[src/design/i2csr_params.svh]
// constants for the two-wire slave register access port
// Notes on behaviour
// - the port is only a slave; the master makes the clock, START and STOP.
// - the clock line is never held low; every answer is ready in time.
// - the pointer advances by one after every data byte, valid or not.
// - an invalid register address is not acknowledged; the transfer still goes on.
// - reading an invalid location sends all zero bits, then the pointer advances.
// - sequential reads run over the whole range and wrap past the top.
// - data written to an invalid location is not acknowledged; valid ones are.
// - page writes run over the whole range and wrap past the top.
// - data falling while the clock is high is a START.
// - data rising while the clock is high is a STOP.
// - data changes only while the clock is low; high-phase changes are conditions.
// - one clock pulse carries exactly one bit.
// - bytes are eight bits, answered by an acknowledge in a ninth slot.
// - for START and STOP the sampled data line is delayed about 300 ns.
// - slave address is 40h with the strap low and 41h with it high.
// - bytes aimed at an invalid location are dropped; registers stay unchanged.
// - a read without a pointer write starts at the pointer as left.
// - every byte moves most significant bit first.
`ifndef I2CSR_PARAMS_SVH
`define I2CSR_PARAMS_SVH

`define I2CSR_ADDR_STRAP_LO 7'h40
`define I2CSR_ADDR_STRAP_HI 7'h41
`define I2CSR_CLK_PERIOD_NS 10
`define I2CSR_SDA_HOLD_NS   300
`define I2CSR_SDA_HOLD_CYC  ((`I2CSR_SDA_HOLD_NS + `I2CSR_CLK_PERIOD_NS - 1) / `I2CSR_CLK_PERIOD_NS)
`define I2CSR_SCL_CNT_W     6
`define I2CSR_REG_PAGE      4'h1
`define I2CSR_REG_IDX_W     4
`define I2CSR_REG_RESET     8'h00
`define I2CSR_PTR_RESET     8'h00
`define I2CSR_TX_INVALID    8'h00
`define I2CSR_PIN_IDLE      3'h7

`endif

[src/design/i2csr_pkg.sv]
// types shared by the two-wire slave register access port
package i2csr_pkg;

  typedef enum logic [2:0] {
    I2CSR_IDLE     = 3'h0,
    I2CSR_ADDR     = 3'h1,
    I2CSR_ADDR_ACK = 3'h3,
    I2CSR_RX       = 3'h2,
    I2CSR_RX_ACK   = 3'h6,
    I2CSR_TX       = 3'h7,
    I2CSR_TX_ACK   = 3'h5
  } i2csr_state_e;

  typedef logic [7:0] i2csr_byte_t;

endpackage : i2csr_pkg

[src/design/i2csr_sync.sv]
// two-flop synchroniser for pins that arrive from outside the clock domain
module i2csr_sync #(
  parameter int         W       = 1,
  parameter logic [W-1:0] RST_VAL = '0
) (
  input  wire logic         clk_in,    // sampling clock
  input  wire logic         rst_n_in,  // async reset, active low
  input  wire logic [W-1:0] d_in,      // asynchronous inputs
  output logic      [W-1:0] q_out      // synchronised copy
);

  logic [W-1:0] meta;

  // meta feeds only the second stage
  always_ff @(posedge clk_in or negedge rst_n_in)
  begin
    if (!rst_n_in)
    begin
      meta  <= RST_VAL;
      q_out <= RST_VAL;
    end
    else
    begin
      meta  <= d_in;
      q_out <= meta;
    end
  end

endmodule : i2csr_sync

[src/design/i2csr_regmem.sv]
// register space behind the serial port, registered read data
`include "i2csr_params.svh"
module i2csr_regmem #(
  parameter int IDX_W = 4,
  parameter int DW    = 8
) (
  input  wire logic             clk_in,      // system clock
  input  wire logic             rst_n_in,    // async reset, active low
  input  wire logic             wr_en_in,    // write strobe
  input  wire logic [IDX_W-1:0] wr_idx_in,   // write index
  input  wire logic [DW-1:0]    wr_data_in,  // write data
  input  wire logic [IDX_W-1:0] rd_idx_in,   // read index
  output logic      [DW-1:0]    rd_data_out  // read data, one cycle late
);

  logic [DW-1:0] mem [2**IDX_W];

  always_ff @(posedge clk_in or negedge rst_n_in)
  begin
    if (!rst_n_in)
    begin
      for (int i = 0; i < 2**IDX_W; i++)
      begin
        mem[i] <= `I2CSR_REG_RESET;
      end
    end
    else if (wr_en_in)
    begin
      mem[wr_idx_in] <= wr_data_in;
    end
  end

  always_ff @(posedge clk_in or negedge rst_n_in)
  begin
    if (!rst_n_in)
    begin
      rd_data_out <= `I2CSR_REG_RESET;
    end
    else
    begin
      rd_data_out <= mem[rd_idx_in];
    end
  end

endmodule : i2csr_regmem

[src/design/i2csr_top.sv]
// two-wire slave port giving a bus master access to the register space
`include "i2csr_params.svh"
module i2csr_top (
  input  wire logic              sys_clk_in,    // system clock, 100 MHz
  input  wire logic              reset_n_in,    // async reset, active low
  input  wire logic              scl_in,        // serial clock pin, from master
  input  wire logic              sda_in,        // serial data pin level
  output logic                   sda_out,       // data drive value, always low
  output logic                   sda_oe_n_out,  // low while pulling data low
  input  wire logic              addr_sel_in,   // slave address strap
  output logic                   wr_stb_out,    // one-cycle register write pulse
  output i2csr_pkg::i2csr_byte_t wr_addr_out,   // register written
  output i2csr_pkg::i2csr_byte_t wr_data_out,   // value written
  output i2csr_pkg::i2csr_byte_t ptr_out,       // current register pointer
  output logic                   busy_out       // addressed or listening
);
  import i2csr_pkg::*;

  localparam int HOLD = `I2CSR_SDA_HOLD_CYC;

  // reset release
  logic rst_q1;
  logic rst_n;

  always_ff @(posedge sys_clk_in or negedge reset_n_in)
  begin
    if (!reset_n_in)
    begin
      rst_q1 <= 1'b0;
      rst_n  <= 1'b0;
    end
    else
    begin
      rst_q1 <= 1'b1;
      rst_n  <= rst_q1;
    end
  end

  // pin synchronisers
  logic [2:0] pins_s;
  wire        scl_s  = pins_s[2];
  wire        sda_s  = pins_s[1];
  wire        strap_s = pins_s[0];

  i2csr_sync #(
    .W       (3),
    .RST_VAL (`I2CSR_PIN_IDLE)
  ) u_sync (
    .clk_in   (sys_clk_in),
    .rst_n_in (rst_n),
    .d_in     ({scl_in, sda_in, addr_sel_in}),
    .q_out    (pins_s)
  );

  // strap caught once; the synchroniser shows its idle value for two edges
  // after release, so the pin is only taken on the third edge
  logic [1:0] strap_age;
  logic [6:0] own_addr;
  wire  [6:0] strap_addr = strap_s ? `I2CSR_ADDR_STRAP_HI : `I2CSR_ADDR_STRAP_LO;

  always_ff @(posedge sys_clk_in or negedge rst_n)
  begin
    if (!rst_n)
    begin
      strap_age <= 2'h0;
      own_addr  <= `I2CSR_ADDR_STRAP_LO;
    end
    else if (strap_age != 2'h3)
    begin
      strap_age <= strap_age + 2'h1;
      own_addr  <= (strap_age == 2'h2) ? strap_addr : own_addr;
    end
  end

  // delayed data copy and clock-high age for condition detection
  logic [HOLD-1:0]              sda_line;
  logic                         sda_dly_q;
  logic                         scl_q;
  logic [`I2CSR_SCL_CNT_W-1:0]  scl_hi_cnt;

  wire sda_dly  = sda_line[HOLD-1];
  wire scl_rise = scl_s & ~scl_q;
  wire scl_fall = ~scl_s & scl_q;
  // a data edge only counts once the clock has been high longer than the delay,
  // so a late data change after a clock fall is never taken for a condition
  wire scl_hi_ok  = scl_s && (scl_hi_cnt >= `I2CSR_SCL_CNT_W'(HOLD));
  wire start_det  = scl_hi_ok & sda_dly_q & ~sda_dly;
  wire stop_det   = scl_hi_ok & ~sda_dly_q & sda_dly;
  wire cnt_sat    = &scl_hi_cnt;

  always_ff @(posedge sys_clk_in or negedge rst_n)
  begin
    if (!rst_n)
    begin
      sda_line   <= '1;
      sda_dly_q  <= 1'b1;
      scl_q      <= 1'b1;
      scl_hi_cnt <= '0;
    end
    else
    begin
      sda_line   <= {sda_line[HOLD-2:0], sda_s};
      sda_dly_q  <= sda_dly;
      scl_q      <= scl_s;
      scl_hi_cnt <= !scl_s ? '0 : (cnt_sat ? scl_hi_cnt : scl_hi_cnt + 1'b1);
    end
  end

  // protocol engine state
  i2csr_state_e state;
  i2csr_state_e next_state;
  logic [2:0]   bitcnt;
  logic [2:0]   next_bitcnt;
  i2csr_byte_t  shreg;
  i2csr_byte_t  next_shreg;
  i2csr_byte_t  ptr;
  i2csr_byte_t  next_ptr;
  logic         byte_full;
  logic         next_byte_full;
  logic         rw;
  logic         next_rw;
  logic         first;
  logic         next_first;
  logic         mack;
  logic         next_mack;
  logic         oe_n;
  logic         next_oe_n;
  logic         next_wr_stb;
  i2csr_byte_t  rd_data;

  // decode
  wire         ptr_valid  = (ptr[7:4] == `I2CSR_REG_PAGE);
  wire         rx_valid   = (shreg[7:4] == `I2CSR_REG_PAGE);
  wire         addr_match = (shreg[7:1] == own_addr);
  wire i2csr_byte_t tx_byte = ptr_valid ? rd_data : `I2CSR_TX_INVALID;
  wire i2csr_byte_t shin    = {shreg[6:0], sda_s};
  wire i2csr_byte_t ptr_inc = ptr + 8'h01;

  // the line is only ever pulled low or released; the clock pin is input
  // only, so the master is never held off
  always_comb
  begin
    next_state     = state;
    next_bitcnt    = bitcnt;
    next_shreg     = shreg;
    next_ptr       = ptr;
    next_byte_full = byte_full;
    next_rw        = rw;
    next_first     = first;
    next_mack      = mack;
    next_oe_n      = oe_n;
    next_wr_stb    = 1'b0;
    if (start_det)
    begin
      next_state     = I2CSR_ADDR;
      next_bitcnt    = 3'h0;
      next_byte_full = 1'b0;
      next_oe_n      = 1'b1;
    end
    else if (stop_det)
    begin
      next_state     = I2CSR_IDLE;
      next_byte_full = 1'b0;
      next_oe_n      = 1'b1;
    end
    else
    begin
      case (state)
        I2CSR_ADDR, I2CSR_RX:
        begin
          if (scl_rise)
          begin
            next_shreg  = shin;
            next_bitcnt = bitcnt + 3'h1;
            if (bitcnt == 3'h7)
            begin
              next_byte_full = 1'b1;
            end
          end
          else if (scl_fall && byte_full)
          begin
            next_byte_full = 1'b0;
            if (state == I2CSR_ADDR)
            begin
              if (addr_match)
              begin
                next_oe_n  = 1'b0;
                next_rw    = shreg[0];
                next_state = I2CSR_ADDR_ACK;
              end
              else
              begin
                next_state = I2CSR_IDLE;
              end
            end
            else if (first)
            begin
              next_first = 1'b0;
              next_ptr   = shreg;
              next_oe_n  = ~rx_valid;
              next_state = I2CSR_RX_ACK;
            end
            else
            begin
              next_wr_stb = ptr_valid;
              next_oe_n   = ~ptr_valid;
              next_ptr    = ptr_inc;
              next_state  = I2CSR_RX_ACK;
            end
          end
        end
        I2CSR_ADDR_ACK:
        begin
          if (scl_fall)
          begin
            next_bitcnt = 3'h0;
            if (rw)
            begin
              next_shreg = tx_byte;
              next_oe_n  = tx_byte[7];
              next_state = I2CSR_TX;
            end
            else
            begin
              next_oe_n  = 1'b1;
              next_first = 1'b1;
              next_state = I2CSR_RX;
            end
          end
        end
        I2CSR_RX_ACK:
        begin
          if (scl_fall)
          begin
            next_oe_n   = 1'b1;
            next_bitcnt = 3'h0;
            next_state  = I2CSR_RX;
          end
        end
        I2CSR_TX:
        begin
          if (scl_rise)
          begin
            next_bitcnt = bitcnt + 3'h1;
            if (bitcnt == 3'h7)
            begin
              next_byte_full = 1'b1;
            end
          end
          else if (scl_fall)
          begin
            if (byte_full)
            begin
              next_byte_full = 1'b0;
              next_oe_n      = 1'b1;
              next_ptr       = ptr_inc;
              next_state     = I2CSR_TX_ACK;
            end
            else
            begin
              next_shreg = {shreg[6:0], 1'b0};
              next_oe_n  = shreg[6];
            end
          end
        end
        I2CSR_TX_ACK:
        begin
          if (scl_rise)
          begin
            next_mack = ~sda_s;
          end
          else if (scl_fall)
          begin
            next_bitcnt = 3'h0;
            if (mack)
            begin
              next_shreg = tx_byte;
              next_oe_n  = tx_byte[7];
              next_state = I2CSR_TX;
            end
            else
            begin
              // not acknowledged: leave the line high for the master's STOP
              next_oe_n  = 1'b1;
              next_state = I2CSR_IDLE;
            end
          end
        end
        default:
        begin
          next_oe_n = 1'b1;
        end
      endcase
    end
  end

  always_ff @(posedge sys_clk_in or negedge rst_n)
  begin
    if (!rst_n)
    begin
      state     <= I2CSR_IDLE;
      bitcnt    <= 3'h0;
      shreg     <= 8'h00;
      ptr       <= `I2CSR_PTR_RESET;
      byte_full <= 1'b0;
      rw        <= 1'b0;
      first     <= 1'b0;
      mack      <= 1'b0;
      oe_n      <= 1'b1;
    end
    else
    begin
      state     <= next_state;
      bitcnt    <= next_bitcnt;
      shreg     <= next_shreg;
      ptr       <= next_ptr;
      byte_full <= next_byte_full;
      rw        <= next_rw;
      first     <= next_first;
      mack      <= next_mack;
      oe_n      <= next_oe_n;
    end
  end

  // registered outputs
  always_ff @(posedge sys_clk_in or negedge rst_n)
  begin
    if (!rst_n)
    begin
      sda_out      <= 1'b0;
      sda_oe_n_out <= 1'b1;
      wr_stb_out   <= 1'b0;
      wr_addr_out  <= 8'h00;
      wr_data_out  <= 8'h00;
      ptr_out      <= `I2CSR_PTR_RESET;
      busy_out     <= 1'b0;
    end
    else
    begin
      sda_out      <= 1'b0;
      sda_oe_n_out <= next_oe_n;
      wr_stb_out   <= next_wr_stb;
      wr_addr_out  <= next_wr_stb ? ptr : wr_addr_out;
      wr_data_out  <= next_wr_stb ? shreg : wr_data_out;
      ptr_out      <= next_ptr;
      busy_out     <= (next_state != I2CSR_IDLE);
    end
  end

  // register space; write lands two cycles after the strobe decision, one after wr_stb_out
  i2csr_regmem #(
    .IDX_W (`I2CSR_REG_IDX_W),
    .DW    (8)
  ) u_regmem (
    .clk_in      (sys_clk_in),
    .rst_n_in    (rst_n),
    .wr_en_in    (wr_stb_out),
    .wr_idx_in   (wr_addr_out[3:0]),
    .wr_data_in  (wr_data_out),
    .rd_idx_in   (ptr[3:0]),
    .rd_data_out (rd_data)
  );

endmodule : i2csr_top

[config.mk]
export PLATFORM = sky130hd
export DESIGN_NAME = i2csr_top
export DESIGN_NICKNAME = d
export VERILOG_FILES = /design/src/design/i2csr_pkg.sv /design/src/design/i2csr_sync.sv /design/src/design/i2csr_regmem.sv /design/src/design/i2csr_top.sv
export VERILOG_INCLUDE_DIRS = /design/src /design/src/design
export SDC_FILE = /design/constraint.sdc
export NUM_CORES = 1
export LEC_CHECK = 0
export BUFFER_PORTS_ARGS = -buffer_cell sky130_fd_sc_hd__buf_2
export CAP_MARGIN = 5
export CORE_AREA = 2 2 133 135
export DETAILED_ROUTE_END_ITERATION = 7
export DIE_AREA = 0 0 135 137
export PLACE_DENSITY_LB_ADDON = 0.12
export SLEW_MARGIN = 20
export SYNTH_ARGS = -nofsm -noshare
export SYNTH_HDL_FRONTEND = slang
export SYNTH_SLANG_ARGS = --single-unit
[constraint.sdc]
create_clock -name sys_clk_in -period 9.5 [get_ports sys_clk_in]
set_input_delay 0.95 -clock sys_clk_in [delete_from_list [all_inputs] [get_ports sys_clk_in]]
set_output_delay 0.95 -clock sys_clk_in [all_outputs]
set_load 0.02 [all_outputs]
Word-level counts from Yosys, hierarchy flattened
Cells that the tools add are included.
{ "totals": {"register_bits": 236, "latch_bits": 0, "ramBits": 0, "rom_bits": 0, "inputBits": 5, "output_inout_bits": 28, "mem_count": 0} }
{ "classes": {"addsub": 4, "n_mul": 0, "div": 0, "n_lt_le_gt_ge": 4, "n_eq_ne": 41, "shift": 0, "n_mux": 88, "bitwise_logic": 18, "reduce_logical": 22} }
{ "ops": {"columns": ["cell", "n"], "rows": [
  ["$mux 8", 20],
  ["$bwmux 128", 1],
  ["$mux 3", 19],
  ["$mux 1", 36],
  ["$ne 2x2->1 const B", 17],
  ["$bmux 8 s4", 1],
  ["$demux 8 s4", 1],
  ["$ne 4x4->1 const B", 8],
  ["$pmux 8 s4", 1],
  ["$reduce_and 9->1", 2],
  ["$pmux 8 s2", 1],
  ["$ne 5x5->1 const B", 3],
  ["$pmux 3 s5", 1],
  ["$eq 3x3->1 const B", 4],
  ["$mux 6", 2],
  ["$reduce_and 12->1", 1],
  ["$reduce_bool 4->1", 3],
  ["$ge 5x5->1 const B", 2],
  ["$not 1->1", 10],
  ["$not 4->5", 2],
  ["$pmux 3 s3", 1],
  ["$add 8x1->8 const B", 1],
  ["$eq 4x1->1 const B", 2],
  ["$reduce_and 4->1", 2],
  ["other kinds (25)", 36]
]} }

Logic depth before layout (Yosys ltp)
Gate-level depths: netlist of run 1.
{ "depth": {"depth_word": 9, "ltp_mapped": 8, "depth_no_buf": 7} }

By module
From an unflattened synthesis of run 1, not the netlist that was laid out.
{ "unflattened": {"cells_unflattened": 736, "area_unflattened_um2": 10328.7} }
{ "modules_own_cells": {"columns": ["module", "n_inst", "cells_per_inst", "area_per_inst_um2"], "rows": [
  ["i2csr_regmem", 1, 373, 6103.4],
  ["i2csr_top", 1, 357, 4067.7],
  ["i2csr_sync", 1, 6, 157.7]
]} }

Worst setup path before layout of run 1
No wires, ideal clock.
{ "synth_timing": {"path_kind": "register to register", "start": "register scl_q", "end": "register wr_addr_out[0]", "setup_time_ps": 125, "arrival_ps": 2110, "required_time_ps": 9375, "slack_ps": 7265, "stages_incl_launch_ff": 8, "path_buffers": 1, "period_less_slack_ps": 2235, "path_cell_list": "dfstp_2 inv_1 ha_1 and3b_1 o31ai_4 nor4_4 buf_6 mux2_2"} }
{ "synth_between": {"elab_chain_cells": 7, "elab_cells_between_ends": 9} }
{ "synth_rtl": {"columns": ["element", "line_no", "rtl"], "rows": [
  ["from (decl)", "i2csr_top.sv:78", "logic scl_q;"],
  ["from (signal assigned)", "i2csr_top.sv:104", "scl_q <= scl_s;"],
  ["$and 1x1->1", "i2csr_top.sv:83", "wire scl_fall = ~scl_s & scl_q;"],
  ["$logic_and 1x1->1", "i2csr_top.sv:180", "else if (scl_fall && byte_full)"],
  ["$mux 1", "i2csr_top.sv:180", null],
  ["$mux 1 (*)", "i2csr_top.sv:171", "if (scl_rise)"],
  ["$mux 1 (*)", "i2csr_top.sv:168", "case (state)"],
  ["$mux 1 (*)", "i2csr_top.sv:160", "else if (stop_det)"],
  ["$mux 1 (*)", "i2csr_top.sv:153", "if (start_det)"],
  ["to (signal assigned)", "i2csr_top.sv:343", "wr_addr_out <= next_wr_stb ? ptr : wr_addr_out;"],
  ["to (decl)", "i2csr_top.sv:12", "output i2csr_pkg::i2csr_byte_t wr_addr_out,"]
]} }
Mark *: on every way between the ends. The rest lies on a longest branch, timed or not.
A chain may end at the register's enable or synchronous reset.

Final worst setup path of run 1
{ "layout_timing": {"start": "register u_sync.q_out[2]", "end": "register wr_addr_out[2]"} }
{ "layout_between": {"elab_chain_cells": 8, "elab_cells_between_ends": 14} }
{ "layout_rtl": {"columns": ["element", "line_no", "rtl"], "rows": [
  ["from (decl)", "i2csr_sync.sv:9", "output logic [W-1:0] q_out"],
  ["from (signal assigned)", "i2csr_sync.sv:25", "q_out <= meta;"],
  ["$not 1->1", "i2csr_top.sv:83", null],
  ["$and 1x1->1", "i2csr_top.sv:83", null],
  ["$logic_and 1x1->1", "i2csr_top.sv:180", null],
  ["$mux 1", "i2csr_top.sv:180", null],
  ["$mux 1", "i2csr_top.sv:171", null],
  ["$mux 1", "i2csr_top.sv:168", null],
  ["$mux 1", "i2csr_top.sv:160", null],
  ["$mux 1 (*)", "i2csr_top.sv:153", null]
]} }
Marks and branches as above.

==> flow_summary_export.csv, run 1 <==
group,metric,value,unit
global_route,grt.overflow.total,0,
outcome,status,"completed",
worst_setup_path,crit_path_max_fanout,16,
timing,layout_min_cycle_time,2900,ps
routing,vias,5940,
routing,drt-initial-drc-count,337,
worst_setup_path,startpoint_type,"flip-flop",
floorplan,io_pins,33,
floorplan,die_h,137,microns
placement,placed_area,0.01041,sq mm
global_route,antenna_found_initial,0,
routing,drt_wl_total,20680,microns
cts,tritoncts,"done",
worst_setup_path,end_kind,"flip-flop",
floorplan,dieArea,0.01850,sq mm
floorplan,coreArea,0.01706,sq mm
worst_setup_path,arrival,3300,ps
worst_setup_path,timing.rr.start,"u_sync.q_out[2]",
timing,rsz0062_at_grt,"no",
finish,layoutNonFillerInstCount,980,
global_route,grt_pass1_wl,33930,microns
placement,hpwl,13350,microns
placement,dp.cells,933,
yosys,ys_seq_area_share,57.58,%
yosys,synth_commonest_cells,"191 x dfrtp_1, 151 x mux2_2, 42 x nand2_1, 40 x mux4_2, 39 x dfstp_2",
finish,fillers,1255,
yosys,synth_area_leader_cell,"dfrtp_1",
timing,final.setup.tns,0,ps
floorplan,rows,48,
cts,ctsResizeCount,0,
yosys,synth_area_leaders,"dfrtp_1 47%, mux2_2 17%, dfstp_2 10%",
yosys,synthFlopType,"dfrtp_1",
floorplan,initial_core_util,59.10,%
yosys,ys.warnings.count,0,
timing,finalCritPeriodShare,30.53,%
finish,diodes,0,
yosys,yosysMostFrequentCell,"dfrtp_1",
pwr,p_per_area,174.6,mW/mm^2
yosys,synth_top_area_share,47.41,%
yosys,synthesis.area,0.01008,sq mm
timing,finClkSkew,15.82,ps
cts,cts_made_buffers,25,
timing,setup_viol,0,
job,drv_cap,0,
global_route,grtUsageTotal,23.70,%
routing,dr.pass1.iters,5,
pwr,peakVddDrop,147.1,uV
global_route,grt_pass1_vias,6134,
cts,numClockSinks,230,
worst_setup_path,startpoint,"u_sync.q_out[2]",
routing,drcViolationCount,0,
timing,worst_slew_pin_slew,1037,ps
pwr,power.leakage,0.005182,uW
yosys,yosys.area_share.simple,6.864,%
placement,globalplace.congestion,0.8280,
yosys,synth_area_per_cell,14.24,sq um
yosys,syn_inst,708,
routing,avgRoutedWirePerCell,21.10,microns
yosys,yosys_register_bits,230,
worst_hold_path,hp-class,"input pin to asynchronous set/reset pin",
routing,via_per_inst,6.061,
cts,htreeDepth,1,
finish,drive_above_1_share,41.99,%
yosys,async_flop_share,100.0,%
yosys,synth-adder-area-share,1.117,%
global_route,grt_max_degree,85,
cts,clkLatencyLatePin,530,ps
worst_setup_path,critical_path_class,"flip-flop to flip-flop",
timing,drv_slew,0,
placement,port_buffers,31,
yosys,syn_nets,722,
cts,cts.path.max_buffers,3,
yosys,synth_xor_xnor_area_share,0.5213,%
yosys,synth_edf_count,0,
floorplan,die_x,135,microns
finish,area_growth,11.52,%
finish,fin_area,0.01124,sq mm
yosys,synth-compound-area-share,5.647,%
cts,postCtsSetupBuffers,0,
worst_setup_path,required,9900,ps
cts,cts_root_buf,"clkbuf_16",
yosys,synthMuxAreaShare,26.00,%
timing,clock.fmax,344.8,MHz
worst_setup_path,r2r_cells,6,
timing,report.final.hold_viol_count,0,
yosys,synth_top_family_by_area,"multiplexers",
finish,final_nets,750,
routing,detail-route-antenna-nets,0,
cts,clk_pin_slew,60,ps
cts,cts_hold_buf,0,
yosys,synth.distinct_cells,65,
timing,slew_headroom,30.69,%
cell families after synthesis:
kind of cell	Yosys count
flip-flops	230
XOR/XNOR	6
AND/OR/NAND/NOR	131
multiplexers	193
other	2
adder cells (fa/ha/maj)	9
buffers and inverters	53
AO/OA/AOI/OAI	84
sequential cells by signal, indices dropped and copies added (netlist names), 2 cells and up:
register	flops
wr_data_out	8
u_regmem.rd_data_out	8
bitcnt	3
strap_age	2
state	3
u_regmem.mem	128
wr_addr_out	8
ptr_out	8
u_sync.q_out	3
u_sync.meta	3
sda_line	30
shreg	8
scl_hi_cnt	6
final timing paths:
| kind | end | slack [ps] |
|---|---|---|
| max in group asynchronous | ptr_out[0] | 7770 |
| min reg2reg | rst_n | 350 |
| min in group sys_clk_in | rst_n | 350 |
| min | rst_n | 190 |
| max | wr_addr_out[2] | 6600 |
| max reg2reg | wr_addr_out[2] | 6600 |
placed cells by master (no fill, tap or decap), types with 7 or more instances in the layout:
cell type / n
nor2_1: 25
mux4_2: 40
inv_1: 14
nand2_1: 42
buf_4: 7
a21oi_1: 17
mux2_2: 151
dfstp_2: 39
nand3_1: 10
ha_1: 9
clkbuf_1: 10
nand3b_1: 7
dfrtp_1: 189
o21ai_0: 27
clkbuf_16: 26
buf_2: 31
through the flow:
stage / util, % / setup WS [ps] / hold WS, ps / total power (uW)
after floorplan: - / 2684 / 331.2 / 1040
after CTS: 65.73 / 6573 / 178.4 / 1980
after global placement: 61.05 / 6692 / 338.3 / 1049
after detailed placement: 61.05 / 6560 / 340.2 / 1051
after global routing: 65.91 / 6430 / 178.9 / 2027
final: 65.91 / 6600 / 191.2 / 1963
final cells by class:
| type | count | area (sq um) | share of cell area, % |
|---|---|---|---|
| clock inverters | 4 | 26.28 | 0.2337 |
| inverters | 14 | 52.55 | 0.4674 |
| well taps | 225 | 281.5 | 2.504 |
| flip-flops and latches | 230 | 5809 | 51.68 |
| multi-input cells | 425 | 4055 | 36.07 |
| repair buffers | 40 | 246.5 | 2.193 |
| clock buffers | 42 | 770.7 | 6.856 |
worst max-delay path, cell delays in order (launching register included):
cell     delay (ps)
dfstp_2         400
inv_1           150
ha_1            470
and3b_1         310
o31ai_4         130
nor4_4          900
mux2_2          420
where the power goes:
part	internal (uW)	switching [uW]	total, uW
sequential	996	10.9	1010
clock	551	378	929
combinational	6.77	20.2	27.0
routing by layer:
metal,routed length (microns),vias up,GRT usage (%)
met2,10280,116,38.80
li1,-,2653,-
met5,0,-,0
met4,641,0,7.581
met1,8998,3118,33.13
met3,755,53,3.630
No activity file was read; power rests on OpenSTA's default activity.
==> inputs of run 2 (changes only) <==
- clock period: 9.5 -> 2.9 ns (I/O delays scaled with it)
==> run 2 against run 1 <==
  * Clock power increased to 3.6 times the previous value
  * Sequential power increased to 3.3 times the previous value
  * Sequential share of layout area decreased by 1.1 points
  * Power increased to 3.4 times the previous value
  * Worst setup slack got worse by 6200 ps
  * Critical endpoint is now wr_data_out[7]
  * Register-to-register slack got worse by 6200 ps
  * Utilization increased by 1.4 points
  * Combinational power increased to 3.7 times the previous value
  * First-iteration DRC count increased by 2.7%
  * Maximum frequency increased by 15%
  * Critical path depth increased by 1
  * Sequential cell count unchanged
==> flow_summary_export.csv, run 2 (same netlist as run 1, synthesis figures left out) <==
group,metric,value,unit
placement,port_buffers,31,
worst_setup_path,critical_path_class,"flip-flop to flip-flop",
timing,clock.fmax,396.1,MHz
timing,rsz0062_at_grt,"no",
cts,tritoncts,"done",
routing,dr.pass1.iters,5,
pwr,p_comb_share,1.5,%
routing,met3_length,668,microns
timing,setup_viol,0,
floorplan,die_h,137,microns
worst_hold_path,hp-class,"input pin to asynchronous set/reset pin",
cts,cts_root_buf,"clkbuf_16",
cts,htreeDepth,1,
routing,drt-initial-drc-count,346,
pwr,seq_power_share,49.3,%
floorplan,coreArea,0.01706,sq mm
floorplan,io_pins,33,
cts,numClockSinks,230,
timing,finalCritPeriodShare,87.06,%
worst_setup_path,arrival,2910,ps
finish,final_nets,767,
timing,final.setup.tns,0,ps
floorplan,rows,48,
routing,vias,5977,
cts,clkLatencyLatePin,510,ps
timing,finClkSkew,10.60,ps
finish,diodes,0,
timing,worst_slew_pin_slew,895.8,ps
pwr,internal-power,5372,uW
pwr,switching_share,19.86,%
routing,drt_wl_total,20800,microns
finish,final_cell_mix,"189 x dfrtp_1, 151 x mux2_2, 42 x nand2_1",
routing,highest_layer,"met4",
global_route,grt.overflow.total,0,
global_route,grt_max_degree,67,
timing,slew_headroom,40.28,%
routing,drcViolationCount,0,
global_route,antenna_found_initial,0,
worst_setup_path,reg2reg_slack,380,ps
global_route,grt_pass1_wl,34300,microns
floorplan,initial_core_util,59.10,%
worst_setup_path,startpoint_type,"flip-flop",
worst_setup_path,crit_path_max_fanout,16,
pwr,pwr-share-clk,49.2,%
pwr,power.leakage,0.005312,uW
timing,drv_slew,0,
timing,report.final.hold_viol_count,0,
worst_setup_path,r2r_cells,7,
cts,ctsResizeCount,0,
worst_setup_path,timing.rr.start,"u_sync.q_out[2]",
worst_setup_path,reg2reg_to,"wr_data_out[7]",
pwr,p_per_area,584.0,mW/mm^2
job,drv_cap,0,
global_route,grtUsageTotal,23.72,%
finish,reg.largest.list,"u_regmem.mem (128), sda_line (30)",
cts,clk_pin_slew,60,ps
floorplan,dieArea,0.01850,sq mm
pwr,peakVddDrop,519.8,uV
finish,drive_above_1_share,43.19,%
finish,largest_register,"u_regmem.mem",
pwr,p_sw,1331,uW
pwr,finalPower,6703,uW
cts,cts.path.max_buffers,3,
timing,layout_min_cycle_time,2525,ps
finish,largest_reg_flops,128,
worst_setup_path,end_kind,"flip-flop",
placement,hpwl,13940,microns
worst_setup_path,required,3290,ps
routing,via_per_inst,6.001,
placement,globalplace.congestion,0.8442,
finish,area_growth,13.86,%
cts,cts_made_buffers,25,
outcome,status,"completed",
routing,detail-route-antenna-nets,0,
global_route,grt_pass1_vias,6283,
routing,met1_length,8917,microns
floorplan,die_x,135,microns
routing,avgRoutedWirePerCell,20.88,microns
finish,final_common_cell,"dfrtp_1",
routing,wl_met2,10890,microns
[run 2: cell types whose count changed in the layout (fill, tap and decap cells not counted), sizes merged]
| cell | before | now |
|---|---|---|
| buf | 40 | 53 |
| bufinv | 0 | 5 |
| clkbuf | 42 | 31 |
| clkinv | 2 | 6 |
| clkinvlp | 1 | 2 |
| dlygate4sd3 | 0 | 4 |
[run 2: final cells by class]
type	instances	area (sq um)
Sequential cell	230	5809
Inverter	14	52.55
Clock buffer	31	668.1
Tap cell	225	281.5
Timing Repair Buffer	57	410.4
Clock inverter	14	201.4
Multi-Input combinational cell	425	4055
Fill cell	1215	5578
[run 2: layer usage]
| metal | vias to the layer above | track usage [%] |
|---|---|---|
| li1 | 2685 | - |
| met1 | 3138 | 32.01 |
| met2 | 123 | 41.03 |
| met3 | 31 | 3.778 |
| met4 | 0 | 5.440 |
| met5 | - | 0 |
[run 2: worst max path at each step]
stage	from	endpoint	slack (ps)	depth (start not counted)
floorplan	rst_n	bitcnt[0]	600	0
global placement	u_sync.q_out[2]	wr_addr_out[3]	480	7
detailed placement	u_sync.q_out[2]	wr_data_out[4]	400	7
CTS	u_sync.q_out[2]	wr_data_out[7]	390	7
global route	u_sync.q_out[2]	wr_data_out[7]	290	7
finish	u_sync.q_out[2]	wr_data_out[7]	380	7
[run 2: timing repair]
action                                 in CTS  in global routing
endpoints found under the hold margin       5                  0
setup buffers                               0                  0
hold buffers                                4                  0
[run 2: stage by stage]
step	setup slack, ps	area (sq um)	cells	util [%]	hold slack [ps]
global placement	484.0	10570	947	61.96	75.95
detailed placement	398.2	10570	947	61.96	79.81
finish	375.2	11480	996	67.30	90.48
floorplan	597.1	10080	708	-	-5.591
CTS	393.8	11480	996	67.30	94.17
global route	289.3	11480	996	67.30	88.62
[run 2: power by group through the flow]
stage,clock network (uW),logic (uW),registers [uW]
3_3_place_gp,0,93.6,3360
4_1_cts,3380,103,3300
3_5_place_dp,0,97.7,3360
6_report,3300,99.4,3300
5_1_grt,3530,113,3310
2_1_floorplan,0,30.3,3380
[run 2: critical path, cell delays in order, from the launching register on]
cell	delay, ps
dfstp_2	410
inv_1	150
ha_1	480
and3b_1	310
o31ai_4	140
nor4_4	260
buf_4	270
mux2_2	370
==> inputs of run 3 (changes only) <==
- CTS_BUF_LIST: not set -> sky130_fd_sc_hd__clkbuf_16
==> run 3 against run 2 <==
  * Routed wire length is 0.15% higher
  * Critical path depth stayed put
  * Worst setup slack worse by 2.5 ps
  * Critical endpoint unchanged
  * Cell count stayed put
  * Clock skew is 1.0 ps lower
  * Worst hold slack hardly changed
  * Sequential cell count stayed put
  * First-iteration DRC count is 3.8% higher
  * Register-to-register slack hardly changed
==> flow_summary_export.csv, run 3 (same netlist as run 1, synthesis figures left out) <==
group,metric,value,unit
outcome,status,"completed",
cts,cts_made_buffers,25,
finish,largest_reg_flops,128,
timing,drv_slew,0,
timing,finClkSkew,9.567,ps
cts,cts_root_buf,"clkbuf_16",
routing,drt-initial-drc-count,359,
pwr,internal-power,5304,uW
placement,hpwl,13940,microns
cts,htreeDepth,1,
cts,postCtsSetupBuffers,0,
finish,final_nets,767,
worst_setup_path,end_kind,"flip-flop",
routing,via_per_inst,5.988,
pwr,p_sw,1328,uW
global_route,antenna_found_initial,0,
routing,avgRoutedWirePerCell,20.91,microns
pwr,pwr-share-clk,48.7,%
pwr,p_comb_share,1.5,%
floorplan,coreArea,0.01706,sq mm
placement,globalplace.congestion,0.8442,
floorplan,die_x,135,microns
timing,slew_headroom,40.13,%
cts,cts.path.max_buffers,3,
cts,tritoncts,"done",
finish,drive_above_1_share,42.93,%
placement,port_buffers,31,
finish,reg.largest.list,"u_regmem.mem (128), sda_line (30)",
timing,setup_viol,0,
routing,vias,5964,
pwr,peakVddDrop,520.2,uV
floorplan,rows,48,
timing,final.setup.tns,0,ps
pwr,seq_power_share,49.8,%
floorplan,die_h,137,microns
timing,rsz0062_at_grt,"no",
cts,numClockSinks,230,
placement,placed_area,0.01057,sq mm
routing,drt_wl_total,20830,microns
worst_setup_path,r2r_cells,7,
global_route,grt_max_degree,67,
global_route,grtUsageTotal,23.72,%
cts,clk_pin_slew,60,ps
cts,clkLatencyLatePin,510,ps
floorplan,dieArea,0.01850,sq mm
timing,finalCritPeriodShare,87.15,%
routing,dr.pass1.iters,5,
worst_setup_path,required,3290,ps
finish,final_common_cell,"dfrtp_1",
floorplan,initial_core_util,59.10,%
finish,largest_register,"u_regmem.mem",
finish,diodes,0,
finish,fin_area,0.01146,sq mm
worst_setup_path,crit_path_max_fanout,16,
timing,worst_slew_pin_slew,898.1,ps
pwr,power.leakage,0.005318,uW
worst_setup_path,critical_path_class,"flip-flop to flip-flop",
global_route,grt_pass1_wl,34310,microns
timing,layout_min_cycle_time,2527,ps
pwr,p_per_area,578.8,mW/mm^2
worst_hold_path,hp-class,"input pin to asynchronous set/reset pin",
job,drv_cap,0,
timing,report.final.hold_viol_count,0,
floorplan,io_pins,33,
pwr,switching_share,20.03,%
routing,detail-route-antenna-nets,0,
timing,clock.fmax,395.7,MHz
worst_setup_path,arrival,2920,ps
routing,drcViolationCount,0,
global_route,grt.overflow.total,0,
worst_setup_path,startpoint_type,"flip-flop",
global_route,grt_pass1_vias,6285,
finish,final_cell_mix,"189 x dfrtp_1, 151 x mux2_2, 42 x nand2_1",
finish,area_growth,13.67,%
[run 3: power by group through the flow]
stage	registers (uW)	clock network (uW)	logic (uW)
5_1_grt	3310	3460	113
4_1_cts	3300	3310	103
3_3_place_gp	3360	0	93.6
2_1_floorplan	3380	0	30.3
3_5_place_dp	3360	0	97.7
6_report	3300	3230	99.0
[run 3: worst paths after layout]
check	from	end	slack, ps
setup / recovery	u_sync.q_out[2]	wr_data_out[7]	370
hold / removal	reset_n_in	rst_q1	90
setup reg to reg	u_sync.q_out[2]	wr_data_out[7]	370
hold reg to reg	u_sync.meta[1]	u_sync.q_out[1]	350
max in group asynchronous	rst_n	u_sync.meta[2]	1570
min in group sys_clk_in	u_sync.meta[1]	u_sync.q_out[1]	350
[run 3: worst max-delay path, stage by stage, from the launching register on]
cell     delay [ps]
dfstp_2         410
inv_1           150
ha_1            480
and3b_1         320
o31ai_4         140
nor4_4          270
buf_4           270
mux2_2          370
[run 3: what timing repair did]
action / in CTS / in global routing
resized for setup: 0 / 0
hold buffers: 4 / 0
endpoints found under the hold margin: 5 / 0
[run 3: metrics by stage]
stage	total power, uW	utilization (%)	setup WS [ps]	cells	hold WS [ps]
4_1_cts	6716	67.18	393.8	996	94.17
3_3_place_gp	3450	61.96	484.0	947	75.95
6_report	6633	67.18	372.7	996	90.50
3_5_place_dp	3456	61.96	398.2	947	79.81
2_1_floorplan	3407	-	597.1	708	-5.591
5_1_grt	6879	67.18	289.3	996	88.62
[run 3: metal layers]
metal | vias up | GRT usage, % | wire length, microns
met5 | - | 0 | 0
met4 | 0 | 5.440 | 353
met3 | 33 | 3.778 | 814
met2 | 145 | 41.03 | 10860
met1 | 3108 | 32.03 | 8798
li1 | 2678 | - | -
[run 3: cell type report]
type                            count  area, sq um
Multi-Input combinational cell    425         4055
Clock buffer                       25        625.6
Sequential cell                   230         5809
Fill cell                        1219         5598
Timing Repair Buffer               57        410.4
Inverter                           14        52.55
Tap cell                          225        281.5
Clock inverter                     20        224.0
